`src/pkg/astx_pkg.sv`:
```
// constants, register map and carrier types for the serial transmitter
//==========================================================================
//==========================================================================
package astx_pkg;
  // register byte addresses
  localparam logic [7:0] ADDR_TXBUF  = 8'h00; // transmit buffer (write)
  localparam logic [7:0] ADDR_CTRL   = 8'h04; // enable, mode, divisor
  localparam logic [7:0] ADDR_BAUD   = 8'h08; // baud rate control
  localparam logic [7:0] ADDR_STAT   = 8'h0C; // sticky events, w1c
  localparam logic [7:0] ADDR_MASK   = 8'h10; // interrupt mask
  localparam logic [7:0] ADDR_LIVE   = 8'h14; // live flags, read-only
  // control register fields
  localparam int CTRL_TXEN  = 0;
  localparam int CTRL_SYNC  = 1;
  localparam int CTRL_DIV_LO = 16;
  localparam int CTRL_DIV_W = 16;
  localparam logic [15:0] DIV_RESET = 16'h0003; // cycles per bit minus 1
  // baud control fields
  localparam int BAUD_AUTOBAUD_OVERFLOW_FLAG = 7;
  localparam int BAUD_RXIDLE = 6;
  localparam int BAUD_POL    = 4;
  localparam int BAUD_WIDE   = 3;
  localparam int BAUD_WAKE   = 1;
  localparam int BAUD_AUTOBAUD_ENABLE  = 0;
  localparam logic [7:0] BAUD_WMASK = 8'h1B;  // writable bits
  localparam logic [7:0] BAUD_RESET = 8'h40;  // receive idle set
  // status and mask fields
  localparam int EV_EMPTY = 0;  // buffer became empty
  localparam int EV_DONE  = 1;  // stop bit finished
  localparam int EV_W     = 2;
  // frame
  localparam int FRAME_BITS = 10;            // start, 8 data, stop
  localparam logic [3:0] LAST_BIT = 4'h9;
  // axi answers
  localparam logic [1:0] RESP_OKAY   = 2'b00;
  localparam logic [1:0] RESP_SLVERR = 2'b10;
  // shifter states
  typedef enum logic [1:0] {SH_IDLE, SH_LOAD, SH_SEND} astx_sh_t;
  // signals from the receive and auto-baud side
  typedef struct packed {
    logic rx_idle;     // receiver idle
    logic abd_ovf;     // auto-baud timer overflowed
    logic abd_done;    // auto-baud detection finished
    logic rx_flag;     // receive flag set
  } astx_rxst_t;
endpackage

```
`src/logic/astx_shift.sv`:
```
// frame shifter: serialises one character at a fixed bit period
`timescale 1ns/1ps
module astx_shift (
  input  wire logic        CLK,
  input  wire logic        ARST_N,
  input  wire logic        LOAD,    // take DATA this cycle
  input  wire logic [7:0]  DATA,    // character to send
  input  wire logic [15:0] DIV,     // cycles per bit minus one
  output logic             BUSY,    // frame under way
  output logic             DONE,    // pulse: stop bit finished
  output logic             LINE     // true-polarity line level
);
  logic [9:0]  frame;     // stop, data lsb first, start
  logic [3:0]  bit_ix;    // bit being sent
  logic [15:0] tick;      // cycles left in this bit
  //========================================================================
  // frame shifting
  //========================================================================
  // a new frame starts on load, start bit first
  always_ff @(posedge CLK or negedge ARST_N) begin
    if (!ARST_N) begin
      frame  <= 10'h3FF;
      bit_ix <= 4'h0;
      tick   <= 16'h0000;
      BUSY   <= 1'b0;
      DONE   <= 1'b0;
      LINE   <= 1'b1;
    end else begin
      DONE <= 1'b0;
      if (LOAD) begin
        frame  <= {1'b1, DATA, 1'b0};
        LINE   <= 1'b0;          // start bit right after transfer
        bit_ix <= 4'h0;
        tick   <= DIV;
        BUSY   <= 1'b1;
      end else if (BUSY) begin
        if (tick != 16'h0000) begin
          tick <= tick - 16'h0001;
        end else if (bit_ix == astx_pkg::LAST_BIT) begin
          BUSY <= 1'b0;          // stop bit sent, shifter flushed
          DONE <= 1'b1;
          LINE <= 1'b1;          // idle mark
        end else begin
          bit_ix <= bit_ix + 4'h1;
          LINE   <= frame[bit_ix + 4'h1];
          tick   <= DIV;
        end
      end
    end
  end
endmodule // astx_shift

```
`src/logic/astx_top.sv`:
```
// serial transmitter top: axi4-lite registers, holding buffer, shifter
//
// Design decisions made here: the placing of the registers and the AXI4-Lite register port.
`timescale 1ns/1ps
module astx_top (
  input  wire logic        CLK,
  input  wire logic        ARST_N,
  // axi4-lite slave
  input  wire logic [7:0]  AWADDR,
  input  wire logic        AWVALID,
  output logic             AWREADY,
  input  wire logic [31:0] WDATA,
  input  wire logic [3:0]  WSTRB,
  input  wire logic        WVALID,
  output logic             WREADY,
  output logic [1:0]       BRESP,
  output logic             BVALID,
  input  wire logic        BREADY,
  input  wire logic [7:0]  ARADDR,
  input  wire logic        ARVALID,
  output logic             ARREADY,
  output logic [31:0]      RDATA,
  output logic [1:0]       RRESP,
  output logic             RVALID,
  input  wire logic        RREADY,
  // receive and auto-baud status
  input  wire astx_pkg::astx_rxst_t RX_STATUS,
  // outputs
  output logic             TX_OUT,
  output logic             WIDE_RATE,
  output logic             AUTOBAUD_EN,
  output logic             WAKE_EN,
  output logic             IRQ
);
  // register state
  logic [31:0] ctrl;                 // enable, mode, divisor
  logic [7:0]  baud_rate_control;    // writable baud bits
  logic [7:0]  transmit_buffer_reg;  // holding buffer
  logic        buf_full;             // character waiting
  logic [astx_pkg::EV_W-1:0] stat;   // sticky events
  logic [astx_pkg::EV_W-1:0] mask;   // interrupt mask
  logic        tx_buffer_empty_flag; // live empty flag
  logic        flag_q;               // previous flag for edge
  // bus capture
  logic        aw_hold;
  logic        w_hold;
  logic [7:0]  aw_addr;
  logic [31:0] w_data;
  logic [3:0]  w_strb;
  logic        wr_go;                // both halves present
  logic        wr_txbuf;             // write hits buffer
  // shifter
  logic        sh_load;
  logic        sh_busy;
  logic        sh_done;
  logic        sh_line;
  logic        txen;
  logic        sync_mode;
  logic [7:0]  baud_view;

  assign txen      = ctrl[astx_pkg::CTRL_TXEN];
  assign sync_mode = ctrl[astx_pkg::CTRL_SYNC];

  //========================================================================
  // write channel
  //========================================================================
  // address and data are taken in either order, one write at a time
  assign AWREADY  = !aw_hold && !BVALID;
  assign WREADY   = !w_hold && !BVALID;
  assign wr_go    = aw_hold && w_hold && !BVALID;
  assign wr_txbuf = wr_go && (aw_addr == astx_pkg::ADDR_TXBUF) && w_strb[0];

  // capture both halves, answer once both are in
  always_ff @(posedge CLK or negedge ARST_N) begin
    if (!ARST_N) begin
      aw_hold <= 1'b0;
      w_hold  <= 1'b0;
      aw_addr <= 8'h00;
      w_data  <= 32'h0000_0000;
      w_strb  <= 4'h0;
      BVALID  <= 1'b0;
      BRESP   <= astx_pkg::RESP_OKAY;
    end else begin
      if (AWVALID && AWREADY) begin
        aw_hold <= 1'b1;
        aw_addr <= AWADDR;
      end
      if (WVALID && WREADY) begin
        w_hold <= 1'b1;
        w_data <= WDATA;
        w_strb <= WSTRB;
      end
      if (wr_go) begin
        aw_hold <= 1'b0;
        w_hold  <= 1'b0;
        BVALID  <= 1'b1;
        // live flag block and unmapped words answer an error
        unique case (aw_addr)
          astx_pkg::ADDR_TXBUF, astx_pkg::ADDR_CTRL, astx_pkg::ADDR_BAUD,
          astx_pkg::ADDR_STAT, astx_pkg::ADDR_MASK:
            BRESP <= astx_pkg::RESP_OKAY;
          default: BRESP <= astx_pkg::RESP_SLVERR;
        endcase
      end else if (BVALID && BREADY) begin
        BVALID <= 1'b0;
      end
    end
  end

  //========================================================================
  // control, mask and baud registers
  //========================================================================
  // byte lanes honoured on the control and mask words
  always_ff @(posedge CLK or negedge ARST_N) begin
    if (!ARST_N) begin
      ctrl <= {astx_pkg::DIV_RESET, 16'h0000};
      mask <= '0;
    end else if (wr_go) begin
      for (int i = 0; i < 4; i++) begin
        if (w_strb[i] && aw_addr == astx_pkg::ADDR_CTRL) begin
          ctrl[i*8 +: 8] <= w_data[i*8 +: 8];
        end
      end
      if (w_strb[0] && aw_addr == astx_pkg::ADDR_MASK) begin
        mask <= w_data[astx_pkg::EV_W-1:0];
      end
    end
  end

  // writable baud bits; enables drop by themselves when hardware is done
  always_ff @(posedge CLK or negedge ARST_N) begin
    if (!ARST_N) begin
      baud_rate_control <= 8'h00;
    end else begin
      if (wr_go && w_strb[0] && aw_addr == astx_pkg::ADDR_BAUD) begin
        baud_rate_control <= w_data[7:0] & astx_pkg::BAUD_WMASK;
      end
      if (RX_STATUS.abd_done) begin
        baud_rate_control[astx_pkg::BAUD_AUTOBAUD_ENABLE] <= 1'b0;
      end
      if (RX_STATUS.rx_flag) begin
        baud_rate_control[astx_pkg::BAUD_WAKE] <= 1'b0;
      end
    end
  end

  // read-only status bits come live from the receive side, overflow only in asynchronous mode
  always_comb begin
    baud_view = baud_rate_control;
    baud_view[astx_pkg::BAUD_AUTOBAUD_OVERFLOW_FLAG] = RX_STATUS.abd_ovf && !sync_mode;
    baud_view[astx_pkg::BAUD_RXIDLE] = RX_STATUS.rx_idle;
  end

  assign WIDE_RATE   = baud_rate_control[astx_pkg::BAUD_WIDE];
  assign AUTOBAUD_EN = baud_rate_control[astx_pkg::BAUD_AUTOBAUD_ENABLE];
  assign WAKE_EN     = baud_rate_control[astx_pkg::BAUD_WAKE];

  //========================================================================
  // holding buffer and shifter hand-off
  //========================================================================
  // idle shifter loads on the cycle after the write a busy one
  // keeps the byte queued until its stop bit ends
  assign sh_load = buf_full && txen && !sh_busy;

  // a write while full overwrites the queued byte, as software was told
  // to wait for the empty flag
  always_ff @(posedge CLK or negedge ARST_N) begin
    if (!ARST_N) begin
      transmit_buffer_reg <= 8'h00;
      buf_full            <= 1'b0;
    end else begin
      if (wr_txbuf) begin
        transmit_buffer_reg <= w_data[7:0];
        buf_full            <= 1'b1;
      end else if (sh_load) begin
        buf_full <= 1'b0;
      end
    end
  end

  astx_shift u_shift (
    .CLK    (CLK),
    .ARST_N (ARST_N),
    .LOAD   (sh_load),
    .DATA   (transmit_buffer_reg),
    .DIV    (ctrl[astx_pkg::CTRL_DIV_LO +: astx_pkg::CTRL_DIV_W]),
    .BUSY   (sh_busy),
    .DONE   (sh_done),
    .LINE   (sh_line)
  );

  // inversion only in asynchronous mode; in synchronous mode this bit
  // belongs to clock polarity, which this block does not drive
  always_ff @(posedge CLK or negedge ARST_N) begin
    if (!ARST_N) begin
      TX_OUT <= 1'b1;                              // idle mark
    end else if (!sync_mode && baud_rate_control[astx_pkg::BAUD_POL]) begin
      TX_OUT <= !sh_line;
    end else begin
      TX_OUT <= sh_line;
    end
  end

  //========================================================================
  // empty flag and interrupt
  //========================================================================
  // flag follows buffer state, registered so it settles two cycles after
  // the write is taken; bus writes never touch it
  always_ff @(posedge CLK or negedge ARST_N) begin
    if (!ARST_N) begin
      tx_buffer_empty_flag <= 1'b0;
      flag_q               <= 1'b0;
    end else begin
      // low while transmit is disabled or a byte waits behind a busy shifter, so an idle
      // shifter taking a fresh byte never shows a false empty dip
      tx_buffer_empty_flag <= txen && !(buf_full && sh_busy);
      flag_q               <= tx_buffer_empty_flag;
    end
  end

  // sticky events; a new event wins over a clear in the same cycle
  always_ff @(posedge CLK or negedge ARST_N) begin
    if (!ARST_N) begin
      stat <= '0;
    end else begin
      if (wr_go && w_strb[0] && aw_addr == astx_pkg::ADDR_STAT) begin
        stat <= stat & ~w_data[astx_pkg::EV_W-1:0];
      end
      if (tx_buffer_empty_flag && !flag_q) begin
        stat[astx_pkg::EV_EMPTY] <= 1'b1;
      end
      if (sh_done) begin
        stat[astx_pkg::EV_DONE] <= 1'b1;
      end
    end
  end

  // mask gates only the interrupt, never the flag
  assign IRQ = |(stat & mask);

  //========================================================================
  // read channel
  //========================================================================
  assign ARREADY = !RVALID;

  // read data registered, one cycle after the address is taken
  always_ff @(posedge CLK or negedge ARST_N) begin
    if (!ARST_N) begin
      RVALID <= 1'b0;
      RDATA  <= 32'h0000_0000;
      RRESP  <= astx_pkg::RESP_OKAY;
    end else if (ARVALID && ARREADY) begin
      RVALID <= 1'b1;
      RRESP  <= astx_pkg::RESP_OKAY;
      unique case (ARADDR)
        astx_pkg::ADDR_TXBUF: RDATA <= {24'h000000, transmit_buffer_reg};
        astx_pkg::ADDR_CTRL:  RDATA <= ctrl;
        astx_pkg::ADDR_BAUD:  RDATA <= {24'h000000, baud_view};
        astx_pkg::ADDR_STAT:  RDATA <= {30'h0, stat};
        astx_pkg::ADDR_MASK:  RDATA <= {30'h0, mask};
        astx_pkg::ADDR_LIVE:
          RDATA <= {29'h0, buf_full, sh_busy, tx_buffer_empty_flag};
        default: begin
          RDATA <= 32'h0000_0000;
          RRESP <= astx_pkg::RESP_SLVERR;
        end
      endcase
    end else if (RVALID && RREADY) begin
      RVALID <= 1'b0;
    end
  end
endmodule // astx_top

```
`config.mk`:
```
export PLATFORM = sky130hd
export DESIGN_NAME = astx_top
export DESIGN_NICKNAME = d
export VERILOG_FILES = /design/src/pkg/astx_pkg.sv /design/src/logic/astx_shift.sv /design/src/logic/astx_top.sv
export SDC_FILE = /design/constraint.sdc
export NUM_CORES = 1
export LEC_CHECK = 0
export BUFFER_PORTS_ARGS = -buffer_cell sky130_fd_sc_hd__buf_2
export CORE_MARGIN = 1
export CORE_UTILIZATION = 40
export CTS_BUF_LIST = sky130_fd_sc_hd__clkbuf_8
export DETAILED_ROUTE_END_ITERATION = 12
export MAX_ROUTING_LAYER = met4
export PLACE_DENSITY = 0.63
export RECOVER_POWER = 25
export SLEW_MARGIN = 15
export SYNTH_ARGS = -nofsm -noshare
export SYNTH_HDL_FRONTEND = slang
export SYNTH_HIERARCHICAL = 1
export SYNTH_SLANG_ARGS = --single-unit
export TNS_END_PERCENT = 20
```
`constraint.sdc`:
```
create_clock -name CLK -period 1.9 [get_ports CLK]
set_input_delay 0.38 -clock CLK [delete_from_list [all_inputs] [get_ports CLK]]
set_output_delay 0.38 -clock CLK [all_outputs]
set_load 0.02 [all_outputs]
```
==> impl_metrics.env, run 1 <==
export IMPL_hold_viol=0
export IMPL_initial_core_util=0.411
export IMPL_synth_seq_cells=166
export IMPL_cp_arrival_ns=2.28
export IMPL_synth_xor_area_frac=0.00489
export IMPL_ir_worst_vdd_mv=0.601
export IMPL_detail_route_first_pass_iterations=4
export IMPL_min_period_over_period=1.02
export IMPL_fp_row_count=48
export IMPL_cell_internal_pwr_w=0.00769
export IMPL_pwr_share_comb=0.379
export IMPL_power_density_mw_per_mm2=1320
export IMPL_drtIter0Drc=324
export IMPL_gp_congestion=0.876
export IMPL_area_growth_synth_to_final_pct=25.4
export IMPL_fmax_mhz=517
export IMPL_top_usage_layer="met2"
export IMPL_yosysTopAreaCellShare=0.534
export IMPL_htree_levels=4
export IMPL_yosys_area_share_adder=0.00699
export IMPL_synth_avg_cell_area_um2=13.0
export IMPL_synthMuxAreaShare=0.182
export IMPL_port_buffers=106
export IMPL_yosys_top_cells_count="dfrtp_1, mux2_2, a21oi_1"
export IMPL_clk_latency_ns=0.45
export IMPL_coreArea_mm2=0.0174
export IMPL_cts_buffers=17
export IMPL_wl_per_cell_um=17.8
export IMPL_fp_dieH_um=136
export IMPL_synth_top_area_cell="dfrtp_1"
export IMPL_hp_class="in2reg"
export IMPL_largestRegisters="RDATA: 32 flops, ctrl: 32 flops, w_data: 32 flops"
export IMPL_drive_gt1_frac=0.510
export IMPL_synth_distinct_cells=56
export IMPL_synthSimpleGateAreaFrac=0.0873
export IMPL_rsz0062_at_grt="yes"
export IMPL_use_met3=0.0455
export IMPL_finClkSkew_ns=0.0148
export IMPL_stdcell_area_mm2=0.00898
export IMPL_synth_edff_count=0
export IMPL_synth_top_family_by_area="multiplexers"
export IMPL_crit_chain="nor4_4 -> buf_4 -> nand4b_4 -> or3_4 -> o32a_1 -> o22a_1"
export IMPL_timing_final_crit_period_ns=1.94
export IMPL_nNetsFinal=772
export IMPL_ant_nets=0
export IMPL_synth_flop_cell="dfrtp_1"
export IMPL_use_met2=0.305
export IMPL_max_stage_delay_ns=0.46
export IMPL_switching_share=0.350
export IMPL_seqPwrFrac=0.430
export IMPL_violations="setup timing"
export IMPL_synth_warnings=6
export IMPL_die_area_mm2=0.0184
export IMPL_start_kind="flip-flop"
export IMPL_multi_input_area_mm2=0.00305
export IMPL_path_class="reg2reg"
export IMPL_ys_seq_area_frac=0.582
export IMPL_synthArstFlopShare=1.00
export IMPL_fillers=1548
export IMPL_grt_pass1_vias=5223
export IMPL_seq_area_mm2=0.00417
export IMPL_synth_compound_area_frac=0.108
export IMPL_leakage_nw=4.32
export IMPL_switchingPower_w=0.00413
export IMPL_total_power_w=0.0118
export IMPL_cp_end_kind="flip-flop"
export IMPL_drc=0
export IMPL_cts_root_buf="clkbuf_8"
export IMPL_yosysMostFrequentCell="dfrtp_1"
export IMPL_layout_setup_ws_ns=-0.0359
export IMPL_synth_area_mm2=0.00716
export IMPL_gr_total_overflow=0
export IMPL_reg2reg_slack_ns=-0.04
export IMPL_setup_violations_final=2
export IMPL_syn_inst=550
export IMPL_maxCapViolations=0
export IMPL_cts_buffer_depth=2
export IMPL_required_ns=2.24
export IMPL_slew_violations=0
export IMPL_grt_start_max_net_pins=44
export IMPL_drt_total_wl_um=16700
export IMPL_via_per_inst=5.29
export IMPL_num_vias=4980
export IMPL_clock_sinks=166
export IMPL_r2r_start="u_shift/tick[6]$_DFFE_PN0P_"
export IMPL_r2r_cells=6
export IMPL_holdPathEnd="baud_rate_control[1]$_DFFE_PN0P_"
export IMPL_cp_top_family="simple AND/OR/NAND/NOR gates"
export IMPL_grt_antenna_before_repair=0
export IMPL_clkPwrFrac=0.191
export IMPL_cp_num_buf_inv=1
export IMPL_rr_endpoint="u_shift/tick[15]$_DFFE_PN0P_"
export IMPL_die_w_um=136
export IMPL_cts_tree="done"
export IMPL_grt_use_total=0.198
export IMPL_use_met1=0.256
export IMPL_antennaDiodeCount=0
export IMPL_min_from="RX_STATUS[0]"
export IMPL_slew_limit_headroom=0.252
export IMPL_clkTransAtPathRegs_ns=0.09
export IMPL_min_delay_path_depth=2
export IMPL_dp_hpwl_um=11800
export IMPL_synth_area_top_cells="dfrtp_1, mux2_2, dfstp_2"
export IMPL_grt_pass1_wl_um=26900
export IMPL_status="finished, violations left"
export IMPL_path_max_fanout=5
export IMPL_placed_area_mm2=0.00838
export IMPL_max_slew_worst_pin_slew_ns=1.12
export IMPL_crit_slowest_cell="dfrtp_2"
export IMPL_ios=109
-- through the flow --
| stage | setup TNS (ns) | hold WS (ns) | util | setup WS, ns | instances |
|---|---|---|---|---|---|
| 5_1_grt | -0.983 | 0.0328 | 0.516 | -0.121 | 942 |
| 4_1_cts | -0.0538 | 0.0504 | 0.504 | -0.0387 | 940 |
| 3_5_place_dp | -7.49 | 0.341 | 0.481 | -0.262 | 908 |
| 2_1_floorplan | -7.13 | 0.0844 | - | -0.172 | 551 |
| 6_report | -0.0380 | 0.0781 | 0.516 | -0.0359 | 942 |
| 3_3_place_gp | -5.53 | 0.335 | 0.481 | -0.214 | 908 |
-- what timing repair did --
item / 4_1_cts / 5_1_grt
endpoints found under the setup margin: 27 / 45
buffers inserted: 0 / 2
hold buffers: 1 / 0
resized for setup: 15 / 52
pin swaps: 0 / 4
endpoints found under the hold margin: 34 / 0
-- power by group through the flow --
stage          Combinational [W]  Sequential [W]  Clock, W
2_1_floorplan            0.00253         0.00494         0
3_3_place_gp             0.00382         0.00503         0
3_5_place_dp             0.00396         0.00510         0
4_1_cts                  0.00407         0.00505   0.00233
5_1_grt                  0.00491         0.00520   0.00249
6_report                 0.00448         0.00508   0.00226
-- kinds of logic (layout without fill, tap and decap cells) --
group	after synthesis	after routing
AOI/OAI and AO/OA	114	114
other	1	2
muxes	113	113
DFF	166	166
and+or+nand+nor	106	106
adders and majority gates	4	4
buffers and inverters	42	208
xor gates and xnor gates	4	4
-- how the worst max path moves through the flow --
stage                                startpoint                             to  slack (ns)  depth (start not counted)
CTS                 u_shift/tick[6]$_DFFE_PN0P_   u_shift/tick[15]$_DFFE_PN0P_       -0.04                          6
floorplan                             ARADDR[1]          RDATA[11]$_DFFE_PN0P_       -0.17                          6
global route        u_shift/tick[0]$_DFFE_PN0P_  u_shift/bit_ix[3]$_DFFE_PN0P_       -0.12                          8
finish              u_shift/tick[6]$_DFFE_PN0P_   u_shift/tick[15]$_DFFE_PN0P_       -0.04                          6
global placement                      ARADDR[1]          RDATA[21]$_DFFE_PN0P_       -0.21                          6
detailed placement                    ARADDR[1]          RDATA[26]$_DFFE_PN0P_       -0.26                          6
-- placed cells by master (no fill, tap or decap), types with 4 or more instances in the layout --
cell and instances:
mux4_2 4, dfstp_2 13, nand2b_1 5, a31oi_1 4, mux2_2 77, buf_2 105, nand2_1 12, clkbuf_8 19
a22o_2 20, dfrtp_1 152, o21ai_0 24, a21oi_1 30, nand3_1 11, nand3b_1 4, nor2_1 26, nand4_1 6
buf_12 8, buf_4 45, a22o_1 10, nor3_1 6, o21ai_1 5, mux2i_1 11, mux2_4 21, clkinv_2 6
inv_1 10
-- layout make-up --
cell class                      instances  area share
Timing Repair Buffer                  164       0.121
Inverter                               13     0.00627
Sequential cell                       166       0.464
Tap cell                              225      0.0313
Clock buffer                           19      0.0291
Clock inverter                         12     0.00891
Multi-Input combinational cell        343       0.339
-- routing by layer --
layer	part of all wire	wire [um]
met5	0	0
met4	0.010	169
met3	0.049	827
met2	0.49	8180
met1	0.45	7550
-- worst reg2reg max path, cell delays in order, from the launching register on --
cell	delay, ns
dfrtp_2	0.46
nor4_4	0.27
buf_4	0.19
nand4b_4	0.10
or3_4	0.34
o32a_1	0.28
o22a_1	0.19
Power figures use the tool's default switching activity.
==> run 2, diff against run 1 <==
- PLACE_DENSITY: 0.63 -> 0.61
- clock period: 1.9 -> 2.17 ns (I/O delays scaled with it)
==> run 2 against run 1 <==
The flow now finishes without violations. Non-clock buffer count down 30. Clock power is essentially flat. Via count fell by 3.8%. Worst hold slack better by 0.055 ns. Clock-buffer cell count fell by 1. Total power fell by 17%. Final area shrank 5.0%. Critical path depth shrank 1. Cell count decreased by 3.1%. Utilization shrank 2.6 points. Sequential power down 13%. Critical endpoint is now ctrl[29]$_DFFE_PN0P_. Largest cell class unchanged.
==> impl_metrics.env, run 2 (same netlist as run 1, synthesis figures left out) <==
export IMPL_status="finished clean"
export IMPL_cp_num_buf_inv=1
export IMPL_finClkSkew_ns=0.0118
export IMPL_seq_area_mm2=0.00417
export IMPL_htree_levels=4
export IMPL_timing_final_crit_period_ns=2.03
export IMPL_crit_chain="nor4_1 -> and2_1 -> and3_1 -> buf_12 -> mux2_2"
export IMPL_path_max_fanout=8
export IMPL_cts_tree="done"
export IMPL_num_vias=4792
export IMPL_cts_buffer_depth=2
export IMPL_required_ns=2.50
export IMPL_dp_hpwl_um=11200
export IMPL_cts_buffers=17
export IMPL_power_density_mw_per_mm2=1140
export IMPL_cp_top_family="simple AND/OR/NAND/NOR gates"
export IMPL_max_stage_delay_ns=0.42
export IMPL_drt_total_wl_um=15800
export IMPL_grt_pass1_wl_um=26100
export IMPL_area_growth_synth_to_final_pct=19.1
export IMPL_nNetsFinal=742
export IMPL_hp_class="in2reg"
export IMPL_slew_limit_headroom=0.189
export IMPL_ios=109
export IMPL_multi_input_area_mm2=0.00282
export IMPL_reg2reg_slack_ns=0.14
export IMPL_port_buffers=106
export IMPL_final_common_cell="dfrtp_1"
export IMPL_gr_total_overflow=0
export IMPL_layout_setup_ws_ns=0.144
export IMPL_clk_latency_ns=0.45
export IMPL_gp_congestion=0.842
export IMPL_grt_antenna_before_repair=1
export IMPL_min_period_over_period=0.934
export IMPL_drc=0
export IMPL_ant_nets=0
export IMPL_drive_gt1_frac=0.456
export IMPL_start_kind="flip-flop"
export IMPL_hold_slack_ns=0.133
export IMPL_hold_viol=0
export IMPL_drtIter0Drc=247
export IMPL_cts_root_buf="clkbuf_8"
export IMPL_coreArea_mm2=0.0174
export IMPL_fp_row_count=48
export IMPL_clock_sinks=166
export IMPL_cts_setup_buffers=0
export IMPL_fmax_mhz=494
export IMPL_crit_slowest_cell="dfrtp_1"
export IMPL_grt_use_total=0.191
export IMPL_detail_route_first_pass_iterations=4
export IMPL_max_slew_worst_pin_slew_ns=1.22
export IMPL_grt_start_max_net_pins=51
export IMPL_via_per_inst=5.25
export IMPL_ir_worst_vdd_mv=0.464
export IMPL_fp_dieH_um=136
export IMPL_maxCapViolations=0
export IMPL_mostFrequentLayoutCells="dfrtp_1, buf_2, mux2_2, a21oi_1, o21ai_0"
export IMPL_leakage_nw=4.12
export IMPL_die_area_mm2=0.0184
export IMPL_fillers=1560
export IMPL_initial_core_util=0.411
export IMPL_setup_violations_final=0
export IMPL_clkTransAtPathRegs_ns=0.09
export IMPL_largestRegisters="RDATA: 32 flops, ctrl: 32 flops, w_data: 32 flops"
export IMPL_cp_end_kind="flip-flop"
export IMPL_path_class="reg2reg"
export IMPL_slew_violations=0
export IMPL_cp_arrival_ns=2.35
export IMPL_wl_per_cell_um=17.3
export IMPL_grt_pass1_vias=4944
export IMPL_pre_cts_ws_ns=-0.0800
export IMPL_die_w_um=136
==> run 2: changes by cell type in the layout (fill, tap and decap cells not counted), moves of 4 or more <==
cell     before  now
buf_4        45   19
mux2_2       77   98
mux2_4       21    0
o21ai_0      24   30
buf_12        8    4
o21ai_1       5    1
==> run 2: worst register-to-register path, cell delays in order (launching register included) <==
cell and delay [ns]:
dfrtp_1 0.42, nor4_1 0.40, and2_1 0.36, and3_1 0.25
buf_12 0.14, mux2_2 0.34
==> run 2: layout make-up <==
class	count	area share
antenna	1	0.000293
clock buffer	18	0.0290
clock inverter	13	0.0185
inverter	13	0.00601
multi-input combinational	343	0.331
sequential	166	0.489
tap	225	0.0330
timing repair buffer	134	0.0938
==> run 2: worst paths after layout <==
kind / cells after the start / from / endpoint
setup / recovery: 5 / aw_addr[4]$_DFFE_PN0P_ / ctrl[29]$_DFFE_PN0P_
setup reg to reg: 5 / aw_addr[4]$_DFFE_PN0P_ / ctrl[29]$_DFFE_PN0P_
hold reg to reg: 0 / tx_buffer_empty_flag$_DFF_PN0_ / flag_q$_DFF_PN0_
hold / removal: 2 / RX_STATUS[0] / baud_rate_control[1]$_DFFE_PN0P_
max in group asynchronous: 3 / ARST_N / ctrl[17]$_DFFE_PN1P_
min in group asynchronous: 2 / ARST_N / aw_addr[0]$_DFFE_PN0P_
==> run 2: routing by layer <==
metal / track usage / share of wire / vias up
met4: 0.0662 / 0.014 / 0
met2: 0.286 / 0.48 / 95
met5: - / 0 / -
li1: - / - / 2251
met3: 0.0369 / 0.041 / 13
met1: 0.260 / 0.46 / 2433
==> run 2: what timing repair did <==
item | in CTS | in global routing
endpoints found under the setup margin | 0 | 20
hold endpoints to repair | 43 | 0
hold buffers | 1 | 0
gates resized for setup | 0 | 8
==> run 2: metrics by stage <==
step | setup TNS, ns | instances | total power [W] | cell area [um^2] | utilization
floorplan | 0 | 551 | 0.00653 | 7170 | -
global placement | -1.36 | 880 | 0.00739 | 8120 | 0.466
detailed placement | -1.76 | 880 | 0.00752 | 8120 | 0.466
CTS | 0 | 912 | 0.00984 | 8540 | 0.490
global route | -0.0337 | 913 | 0.0105 | 8530 | 0.490
finish | 0 | 913 | 0.00976 | 8530 | 0.490
==> run 2: report_power, final <==
part	switching [W]	total, W	internal, W
sequential	0.000608	0.00444	0.00383
combinational	0.00154	0.00305	0.00151
clock	0.00112	0.00227	0.00116
